--- config.mk ---
export PLATFORM = sky130hd
export DESIGN_NAME = ufp_stages
export DESIGN_NICKNAME = d
export VERILOG_FILES = /design/src/hw/ufp_pkg.sv /design/src/hw/ufp_stages.sv
export SDC_FILE = /design/constraint.sdc
export NUM_CORES = 2
export LEC_CHECK = 0
export ABC_AREA = 1
export BUFFER_PORTS_ARGS = -buffer_cell sky130_fd_sc_hd__buf_4
export CORE_UTILIZATION = 45
export CTS_CLUSTER_DIAMETER = 30
export DETAILED_ROUTE_END_ITERATION = 10
export PLACE_DENSITY = 0.72
export SETUP_SLACK_MARGIN = 0.2
export SLEW_MARGIN = 10
export SYNTH_ARGS = -nofsm -noshare
export SYNTH_HDL_FRONTEND = slang
export SYNTH_SLANG_ARGS = --single-unit
--- constraint.sdc ---
create_clock -name clk_sys -period 7.3 [get_ports clk_sys]
set_clock_uncertainty 0.15 [all_clocks]
set_input_delay 1.095 -clock clk_sys [delete_from_list [all_inputs] [get_ports clk_sys]]
set_output_delay 1.095 -clock clk_sys [all_outputs]
set_load 0.005 [all_outputs]
--- src/hw/ufp_pkg.sv ---
// Constants, register map and channel kind encodings of the five-stage
// underfrequency protection block.
// Assumes a 125 MHz system clock and a measurement front end that delivers
// frequency in mHz and voltage magnitude in thousandths of rated voltage.
//
// Behaviour
// RULE1: Five independent definite-time stages, each with its own enable.
// RULE2: One to three phase-earth or phase-phase signals from one channel.
// RULE3: A stage evaluates only signals above its undervoltage level.
// RULE4: Pickup needs every evaluated signal to meet the condition at once.
// RULE5: A stage picks up when frequency falls below its threshold.
// RULE6: Picked up, it holds until frequency exceeds threshold plus 20 mHz.
// RULE7: Threshold is per unit, scaled by rated frequency of 50 or 60 Hz.
// RULE8: Threshold may lie below or above rated frequency; no ordering check.
// RULE9: Trip once pickup persists for the stage delay; both reported apart.
// RULE10: A zero delay trips together with pickup.
// RULE11: Pickup, trip and timing clear at once above the reset level.
// RULE12: Stage block input or general block inhibits pickup and trip.
// RULE13: Undervoltage block needs every available signal below its level.
// RULE14: Undervoltage block clears an existing pickup immediately.
// RULE15: Any blocking cause raises the stage blocked output.
// RULE16: Undervoltage block also raises its own per-stage output.
// RULE17: No channel assigned gives health alarm and suppresses all stages.
// RULE18: Neutral channel: alarm and suppression; otherwise health is normal.
// RULE19: Threshold spans 0.8 to 1.2 per unit, default 0.95.
// RULE20: Trip delay spans 0 to 120000 ms, default 200 ms.
// RULE21: UV level spans 0.15 to 1.0 pu, default 0.8; enable defaults off.
// RULE22: A disabled stage keeps all its outputs low and its timer cleared.
// RULE23: Delay counts millisecond clock ticks, restarting on each pickup.

package ufp_pkg;
    localparam int NUM_STAGES = 5;
    localparam int NUM_SIG = 3;
    // Timing
    localparam int CLK_PERIOD_NS = 8;
    localparam int MS_IN_NS = 1000000;
    localparam int CYC_PER_MS_DEF = MS_IN_NS / CLK_PERIOD_NS;
    // Frequency settings, threshold in thousandths of rated frequency
    localparam logic [17:0] RATED_HZ_50 = 18'h00032;
    localparam logic [17:0] RATED_HZ_60 = 18'h0003C;
    localparam logic [17:0] HYST_MHZ = 18'h00014;
    localparam logic [10:0] THR_MIN = 11'h320;
    localparam logic [10:0] THR_MAX = 11'h4B0;
    localparam logic [10:0] THR_RST = 11'h3B6;
    localparam logic [16:0] DLY_MAX = 17'h1D4C0;
    localparam logic [16:0] DLY_RST = 17'h000C8;
    localparam logic [9:0] UVL_MIN = 10'h096;
    localparam logic [9:0] UVL_MAX = 10'h3E8;
    localparam logic [9:0] UVL_RST = 10'h320;
    // Register map (byte addresses)
    localparam logic [7:0] ADR_CTRL = 8'h00;
    localparam logic [7:0] ADR_STATUS = 8'h04;
    localparam logic [3:0] STG_FIRST_BLK = 4'h1;
    localparam logic [3:0] STG_OFS_CFG = 4'h0;
    localparam logic [3:0] STG_OFS_DLY = 4'h4;
    localparam logic [3:0] STG_OFS_UVL = 4'h8;
    // Field positions
    localparam int CTRL_RATED60_BIT = 0;
    localparam int CTRL_KIND_LSB = 4;
    localparam int CTRL_AVAIL_LSB = 8;
    localparam int CFG_EN_BIT = 0;
    localparam int CFG_THR_LSB = 16;
    localparam int STS_START_LSB = 0;
    localparam int STS_TRIP_LSB = 8;
    localparam int STS_BLK_LSB = 16;
    localparam int STS_UVB_LSB = 24;
    localparam int STS_ALARM_BIT = 31;
    // Channel kinds
    typedef enum logic [1:0] {
        UFP_CH_NONE = 2'h0,
        UFP_CH_PH_EARTH = 2'h1,
        UFP_CH_PH_PHASE = 2'h3,
        UFP_CH_NEUTRAL = 2'h2
    } ufp_chan_t;
endpackage

--- src/hw/ufp_stages.sv ---
// Five-stage underfrequency protection with a classic Wishbone slave.
// Measurement inputs come from logic on clk_sys; block inputs are pins
// from another domain and are filtered here.
`timescale 1ns/1ns
`default_nettype none

module ufp_stages
    import ufp_pkg::*;
#(
    parameter int CYC_PER_MS = CYC_PER_MS_DEF
)
(
    input wire logic clk_sys,
    input wire logic rst_b,
    input wire logic wb_cyc_i,
    input wire logic wb_stb_i,
    input wire logic wb_we_i,
    input wire logic [7:0] wb_adr_i,
    input wire logic [3:0] wb_sel_i,
    input wire logic [31:0] wb_dat_i,
    output logic [31:0] wb_dat_o,
    output logic wb_ack_o,
    input wire logic [2:0][16:0] meas_freq_mhz,
    input wire logic [2:0][15:0] meas_volt_mpu,
    input wire logic [4:0] stage_block_in,
    input wire logic block_in,
    output logic [4:0] stage_start_flag,
    output logic [4:0] stage_trip_flag,
    output logic [4:0] stage_blocked_flag,
    output logic [4:0] stage_uv_blocked_flag,
    output logic health_alarm
);

    typedef struct packed {
        logic ack;
        logic [31:0] rdata;
        logic rated_60;
        logic [1:0] chan_kind;
        logic [2:0] chan_avail;
        logic [4:0] en;
        logic [4:0][10:0] thr;
        logic [4:0][16:0] dly;
        logic [4:0][9:0] uvl;
        logic [4:0][16:0] cyc;
        logic [4:0][16:0] ms;
        logic [4:0] start;
        logic [4:0] trip;
        logic [4:0] blk;
        logic [4:0] uvb;
        logic alarm;
        logic [5:0] sync1;
        logic [5:0] sync2;
        logic [5:0] sync3;
        logic [5:0] blk_f;
    } ufp_state_t;

    ufp_state_t st_q;
    ufp_state_t st_d;

    logic alarm_now;
    logic [2:0] avail;
    logic [17:0] rated_hz;
    logic [4:0][2:0] ev;
    logic [4:0][2:0] meet;
    logic [4:0][2:0] vlow;
    logic [4:0] uv_act;

    // Health: a missing or neutral channel disables every stage
    assign alarm_now = (st_q.chan_kind == UFP_CH_NONE) ||
                       (st_q.chan_kind == UFP_CH_NEUTRAL); // RULE17 RULE18
    // Only signals the channel really carries take part
    assign avail = alarm_now ? 3'h0 : st_q.chan_avail; // RULE2
    assign rated_hz = st_q.rated_60 ? RATED_HZ_60 : RATED_HZ_50;

    // Per-stage, per-signal evaluation of voltage and frequency
    genvar s, j;
    generate
        for (s = 0; s < NUM_STAGES; s++)
        begin : g_stage
            logic [17:0] fop;
            logic [17:0] frel;
            // Per unit times rated Hz gives mHz directly; no ordering
            // against rated frequency is imposed
            assign fop = 18'(st_q.thr[s]) * rated_hz; // RULE7 RULE8
            assign frel = fop + HYST_MHZ; // RULE6
            for (j = 0; j < NUM_SIG; j++)
            begin : g_sig
                assign ev[s][j] = avail[j] &&
                    (meas_volt_mpu[j] > {6'h00, st_q.uvl[s]}); // RULE3
                assign vlow[s][j] = !avail[j] ||
                    (meas_volt_mpu[j] < {6'h00, st_q.uvl[s]}); // RULE13
                // Pick up below threshold, drop out only above hysteresis
                assign meet[s][j] = !ev[s][j] || (st_q.start[s] ?
                    ({1'b0, meas_freq_mhz[j]} <= frel) :
                    ({1'b0, meas_freq_mhz[j]} < fop)); // RULE5 RULE6 RULE11
            end
            assign uv_act[s] = (|avail) && (&vlow[s]); // RULE13
        end
    endgenerate

    // Saturate a setting into its allowed span
    function automatic logic [16:0] clamp17(input logic [16:0] v,
        input logic [16:0] lo, input logic [16:0] hi);
        logic [16:0] r;
        r = v;
        if (v < lo)
        begin
            r = lo;
        end
        else if (v > hi)
        begin
            r = hi;
        end
        return r;
    endfunction

    // Byte-lane merge of a write into an existing register image
    function automatic logic [31:0] merge(input logic [31:0] old,
        input logic [31:0] dat, input logic [3:0] sel);
        logic [31:0] r;
        r = old;
        for (int b = 0; b < 4; b++)
        begin
            if (sel[b])
            begin
                r[b*8 +: 8] = dat[b*8 +: 8];
            end
        end
        return r;
    endfunction

    // Next state: bus slave, pin filters and the five stages
    always_comb
    begin
        logic [31:0] img;
        logic [31:0] wv;
        logic [3:0] blkn;
        logic [2:0] sidx;
        logic op;
        logic hit_stage;
        img = 32'h00000000;
        wv = 32'h00000000;
        blkn = wb_adr_i[7:4];
        sidx = 3'(blkn - STG_FIRST_BLK);
        op = 1'b0;
        hit_stage = (blkn >= STG_FIRST_BLK) &&
                    (blkn < STG_FIRST_BLK + 4'(NUM_STAGES));
        st_d = st_q;

        // Current image of the addressed register; unmapped reads zero
        if (wb_adr_i == ADR_CTRL)
        begin
            img[CTRL_RATED60_BIT] = st_q.rated_60;
            img[CTRL_KIND_LSB +: 2] = st_q.chan_kind;
            img[CTRL_AVAIL_LSB +: 3] = st_q.chan_avail;
        end
        else if (wb_adr_i == ADR_STATUS)
        begin
            img[STS_START_LSB +: 5] = st_q.start;
            img[STS_TRIP_LSB +: 5] = st_q.trip;
            img[STS_BLK_LSB +: 5] = st_q.blk;
            img[STS_UVB_LSB +: 5] = st_q.uvb;
            img[STS_ALARM_BIT] = st_q.alarm;
        end
        else if (hit_stage && wb_adr_i[3:0] == STG_OFS_CFG)
        begin
            img[CFG_EN_BIT] = st_q.en[sidx];
            img[CFG_THR_LSB +: 11] = st_q.thr[sidx];
        end
        else if (hit_stage && wb_adr_i[3:0] == STG_OFS_DLY)
        begin
            img[16:0] = st_q.dly[sidx];
        end
        else if (hit_stage && wb_adr_i[3:0] == STG_OFS_UVL)
        begin
            img[9:0] = st_q.uvl[sidx];
        end
        wv = merge(img, wb_dat_i, wb_sel_i);

        // Ack one cycle after the request, dropped the cycle after
        st_d.ack = wb_cyc_i && wb_stb_i && !st_q.ack;
        if (!st_q.ack)
        begin
            st_d.rdata = img;
        end

        // Write lands on the edge where ack is sampled high
        if (st_q.ack && wb_cyc_i && wb_stb_i && wb_we_i)
        begin
            if (wb_adr_i == ADR_CTRL)
            begin
                st_d.rated_60 = wv[CTRL_RATED60_BIT];
                st_d.chan_kind = wv[CTRL_KIND_LSB +: 2];
                st_d.chan_avail = wv[CTRL_AVAIL_LSB +: 3];
            end
            else if (hit_stage && wb_adr_i[3:0] == STG_OFS_CFG)
            begin
                st_d.en[sidx] = wv[CFG_EN_BIT];
                st_d.thr[sidx] = 11'(clamp17(17'(wv[CFG_THR_LSB +: 11]),
                    17'(THR_MIN), 17'(THR_MAX))); // RULE19
            end
            else if (hit_stage && wb_adr_i[3:0] == STG_OFS_DLY)
            begin
                st_d.dly[sidx] = clamp17(wv[16:0], 17'h00000,
                    DLY_MAX); // RULE20
            end
            else if (hit_stage && wb_adr_i[3:0] == STG_OFS_UVL)
            begin
                st_d.uvl[sidx] = 10'(clamp17(17'(wv[9:0]),
                    17'(UVL_MIN), 17'(UVL_MAX))); // RULE21
            end
        end

        // Block pins: a change counts once stages two and three agree
        st_d.sync1 = {block_in, stage_block_in};
        st_d.sync2 = st_q.sync1;
        st_d.sync3 = st_q.sync2;
        for (int b = 0; b < 6; b++)
        begin
            if (st_q.sync2[b] == st_q.sync3[b])
            begin
                st_d.blk_f[b] = st_q.sync3[b];
            end
        end

        st_d.alarm = alarm_now; // RULE17 RULE18

        // Stage decisions; each stage runs independently
        for (int k = 0; k < NUM_STAGES; k++)
        begin
            op = st_q.en[k] && !alarm_now; // RULE1 RULE22 RULE17
            st_d.uvb[k] = op && uv_act[k]; // RULE16
            st_d.blk[k] = op && (st_q.blk_f[k] || st_q.blk_f[NUM_STAGES] ||
                uv_act[k]); // RULE12 RULE15
            // Undervoltage block drops a live pickup in the same step
            st_d.start[k] = op && !st_d.blk[k] && (|ev[k]) &&
                (&meet[k]); // RULE4 RULE14
            if (st_d.start[k] && st_q.start[k])
            begin
                // Millisecond ticks from clk_sys, saturating
                if (st_q.cyc[k] == 17'(CYC_PER_MS - 1))
                begin
                    st_d.cyc[k] = 17'h00000;
                    if (st_q.ms[k] != 17'h1FFFF)
                    begin
                        st_d.ms[k] = st_q.ms[k] + 17'h00001; // RULE23
                    end
                end
                else
                begin
                    st_d.cyc[k] = st_q.cyc[k] + 17'h00001;
                end
            end
            else
            begin
                // New pickup starts timing from zero; reset is instant
                st_d.cyc[k] = 17'h00000; // RULE11 RULE23 RULE22
                st_d.ms[k] = 17'h00000;
            end
            st_d.trip[k] = st_d.start[k] && ((st_q.dly[k] == 17'h00000) ||
                (st_q.start[k] && st_q.ms[k] >= st_q.dly[k])); // RULE9 RULE10
        end
    end

    // State register; settings come up at their defaults
    always_ff @(posedge clk_sys or negedge rst_b)
    begin
        if (!rst_b)
        begin
            st_q <= '0;
            for (int k = 0; k < NUM_STAGES; k++)
            begin
                st_q.thr[k] <= THR_RST; // RULE19
                st_q.dly[k] <= DLY_RST; // RULE20
                st_q.uvl[k] <= UVL_RST; // RULE21
            end
        end
        else
        begin
            st_q <= st_d;
        end
    end

    // Outputs straight from flip-flops
    assign wb_dat_o = st_q.rdata;
    assign wb_ack_o = st_q.ack;
    assign stage_start_flag = st_q.start;
    assign stage_trip_flag = st_q.trip;
    assign stage_blocked_flag = st_q.blk;
    assign stage_uv_blocked_flag = st_q.uvb;
    assign health_alarm = st_q.alarm;
endmodule // ufp_stages

`default_nettype wire

==> metrics.csv <==
metric,value,unit
Max Cap Violations,0,
DPL Wire Length,128,mm
CTS tree,yes,
WL per Instance,19.4,um
DIE HEIGHT,331,um
worst skew pair latency,650,ps
clk sink count,447,
Main synth FF type,dfrtp_1,
minimum clock period,6710,ps
hold buffers post-CTS,0,
startpoint types,flop,
crit path max fanout,15,
CORE AREA,107000,um^2
Detailed Route Iter0 Violations,3906,
drt first pass iters,9,
Clock Tree Buf Depth,3,
RePlAce Congestion,0.995,
"Hold Violations, Final",0,
number of routed nets with antenna violations,0,
Site Rows,120,
Slew HR,32.9,%
critical path type,flop to flop,
Adder-Cell Fraction of Synth Area,25.7,%
TritonCTS buffer count,77,
switch share,34.6,%
worst setup margin,585,ps
Die Wd,331,um
# nets final,7795,
H-Tree Depth,3,
initial antenna violation count,4,
Initial Util,45.4,%
Pwr Density,155,nW/um^2
Final TNS setup,0,ps
Total Wirelength,159,mm
RSZ-0062 raised after global routing,yes,
Setup WS pre-CTS,288,ps
"most used cell, CP",nand2_1,
Synth Area in Simple Gates,25.2,%
largest net degree at the start of global routing,153,
grt ovf,0,
Via density,5.59,
Cells after Synth,6498,
Slew @ Worst Pin,1000,ps
Internal,0.00553,W
Setup crit end kind,flop,
"slowest stage delay, CP",680,ps
highest-count cells in the layout ignoring fill and taps,"1,332 x nand2_1, 1,048 x inv_1, 777 x ha_1",
YS warnings,0,
asr flop ratio synth,100,%
Psw,0.00292,W
layout cells sized above 1,10.9,%
"EDFF count, synth",0,
Synth cell types,86,
IO buf count,200,
total track usage,28.6,%
leakage,27.6,nW
"Req. time, crit path",7700,ps
Mean Syn Cell Area,7.48,um^2
outcome,finished clean,
Sequential Power Share,29.7,%
DR vias,45828,
Die Area,109000,um^2
proportion of synthesized area in mux cells,0.0823,%
Hold Path Class,flop to flop,
Synth Area in XOR/XNOR,3.00,%
"Seq/Total Area, Yosys",23.2,%
combinational cell fraction of total power,25.4,%
Synth Area in Compound Gates,12.6,%
IO Count,208,
largest family of logic cells by synthesized area,adder cells,
CTS root buf,clkbuf_16,
first-pass GRT wire length,244,mm
Layout area overhead,12.0,%
Arrival @ worst endpoint,7120,ps
Final Max Slew Viols,0,
maximum VDD drop,204,uV
vias in the first global route,42991,
Final Cycle Share,92.0,%
synthesized area,48600,um^2
"commonest non-fill, non-tap cell in the layout",nand2_1,
Setup-failing EPs final,0,
fmax,149,MHz
clock power share,44.9,%
DR DRC count,0,
Clock transition at path regs,60,ps
"slowest stage cell, crit path",fa_1,
fillers,10257,
Synth Register Bits,447,
## cells by family after synthesis
kind of cell	Yosys count
mux	4
compound gates	1061
simple gates	2690
other cells	2
buf+inv	1216
fa+ha+maj	918
flops	447
xor+xnor	160
## per-stage QoR
stage	cell area (um^2)	utilization (%)	cells	total power [W]	hold slack [ps]
after floorplan	48800	-	6548	0.00395	181
after global placement	51600	48.2	8049	0.00456	184
after detailed placement	51600	48.2	8049	0.00464	186
after CTS	54300	50.7	8191	0.00843	196
after global routing	54500	50.9	8195	0.00885	206
final	54500	50.9	8197	0.00846	199
## cell type report
type	instances	area, um^2	area share [%]
diodes	2	5.00	0.00918
clock buffers	86	1990	3.65
clock inverters	56	762	1.40
inverters	1063	3990	7.32
multi-input cells	4886	32700	60.1
flip-flops and latches	447	11300	20.7
well taps	1403	1760	3.22
repair buffers	254	1990	3.66
## registers in the layout (all words and copies together) (netlist names)
signal	flops
health_alarm	1
stage_start_flag	5
stage_trip_flag	5
st_d	12
st_q	383
wb_ack_o	1
wb_dat_o	30
stage_uv_blocked_flag	5
stage_blocked_flag	5
## worst paths after layout
check	from	endpoint	slack, ps	cells after the start
worst max-delay path	st_q[415]	st_q[195]	590	25
worst min-delay path	st_d[12]	st_d[6]	200	0
worst max register to register	st_q[415]	st_q[195]	590	25
worst min register to register	st_d[12]	st_d[6]	200	0
max in group asynchronous	rst_b	st_q[415]	5120	2
min in group asynchronous	rst_b	st_q[132]	330	1
## power by group through the flow
stage | sequential [W] | clock, W | combinational, W
6_report | 0.00251 | 0.00380 | 0.00214
5_1_grt | 0.00251 | 0.00393 | 0.00241
4_1_cts | 0.00251 | 0.00383 | 0.00209
3_5_place_dp | 0.00255 | 0 | 0.00208
3_3_place_gp | 0.00255 | 0 | 0.00201
2_1_floorplan | 0.00255 | 0 | 0.00140
## per-layer routing
layer	track usage (%)	part of all wire (%)
met3	4.42	8.6
met5	0	0.026
met4	13.1	4.9
met2	45.6	44
met1	38.1	42
## repair_timing
action | in CTS | in global routing
buffers inserted | 0 | 3
endpoints found under the hold margin | 0 | 0
gates resized for setup | 0 | 22
endpoints found under the setup margin | 0 | 174
## cells in the mapped netlist, types with 26 or more instances
master    instances  area (um^2)
nand2_1        1333         5000
nor2_2          115          719
o21bai_1         46          345
ha_1            777         9720
inv_1          1048         3930
dfrtp_1         382         9560
dfstp_2          65         1710
o21ai_1          26          130
nand3_1         337         1690
a21oi_1         338         1690
nand2_2          44          275
xor2_1          119         1040
fa_1            135         2700
xnor2_1          34          298
nor3_1           96          480
nor4_1           47          294
nor2_1          443         1660
buf_4            59          443
clkbuf_1         55          206
o22ai_1          40          250
nand4_1         163         1020
o21ai_0         407         2040
## critical path, delay by kind of cell (launching register included)
kind                       cells  cell delay, ps
DFF                            1             610
buffers and inverters          3             250
and+or+nand+nor               14            2610
adders and majority gates      5            2500
xor gates and xnor gates       1             220
AOI/OAI and AO/OA              2             280
Note: power is estimated with default switching activity, not from simulation.
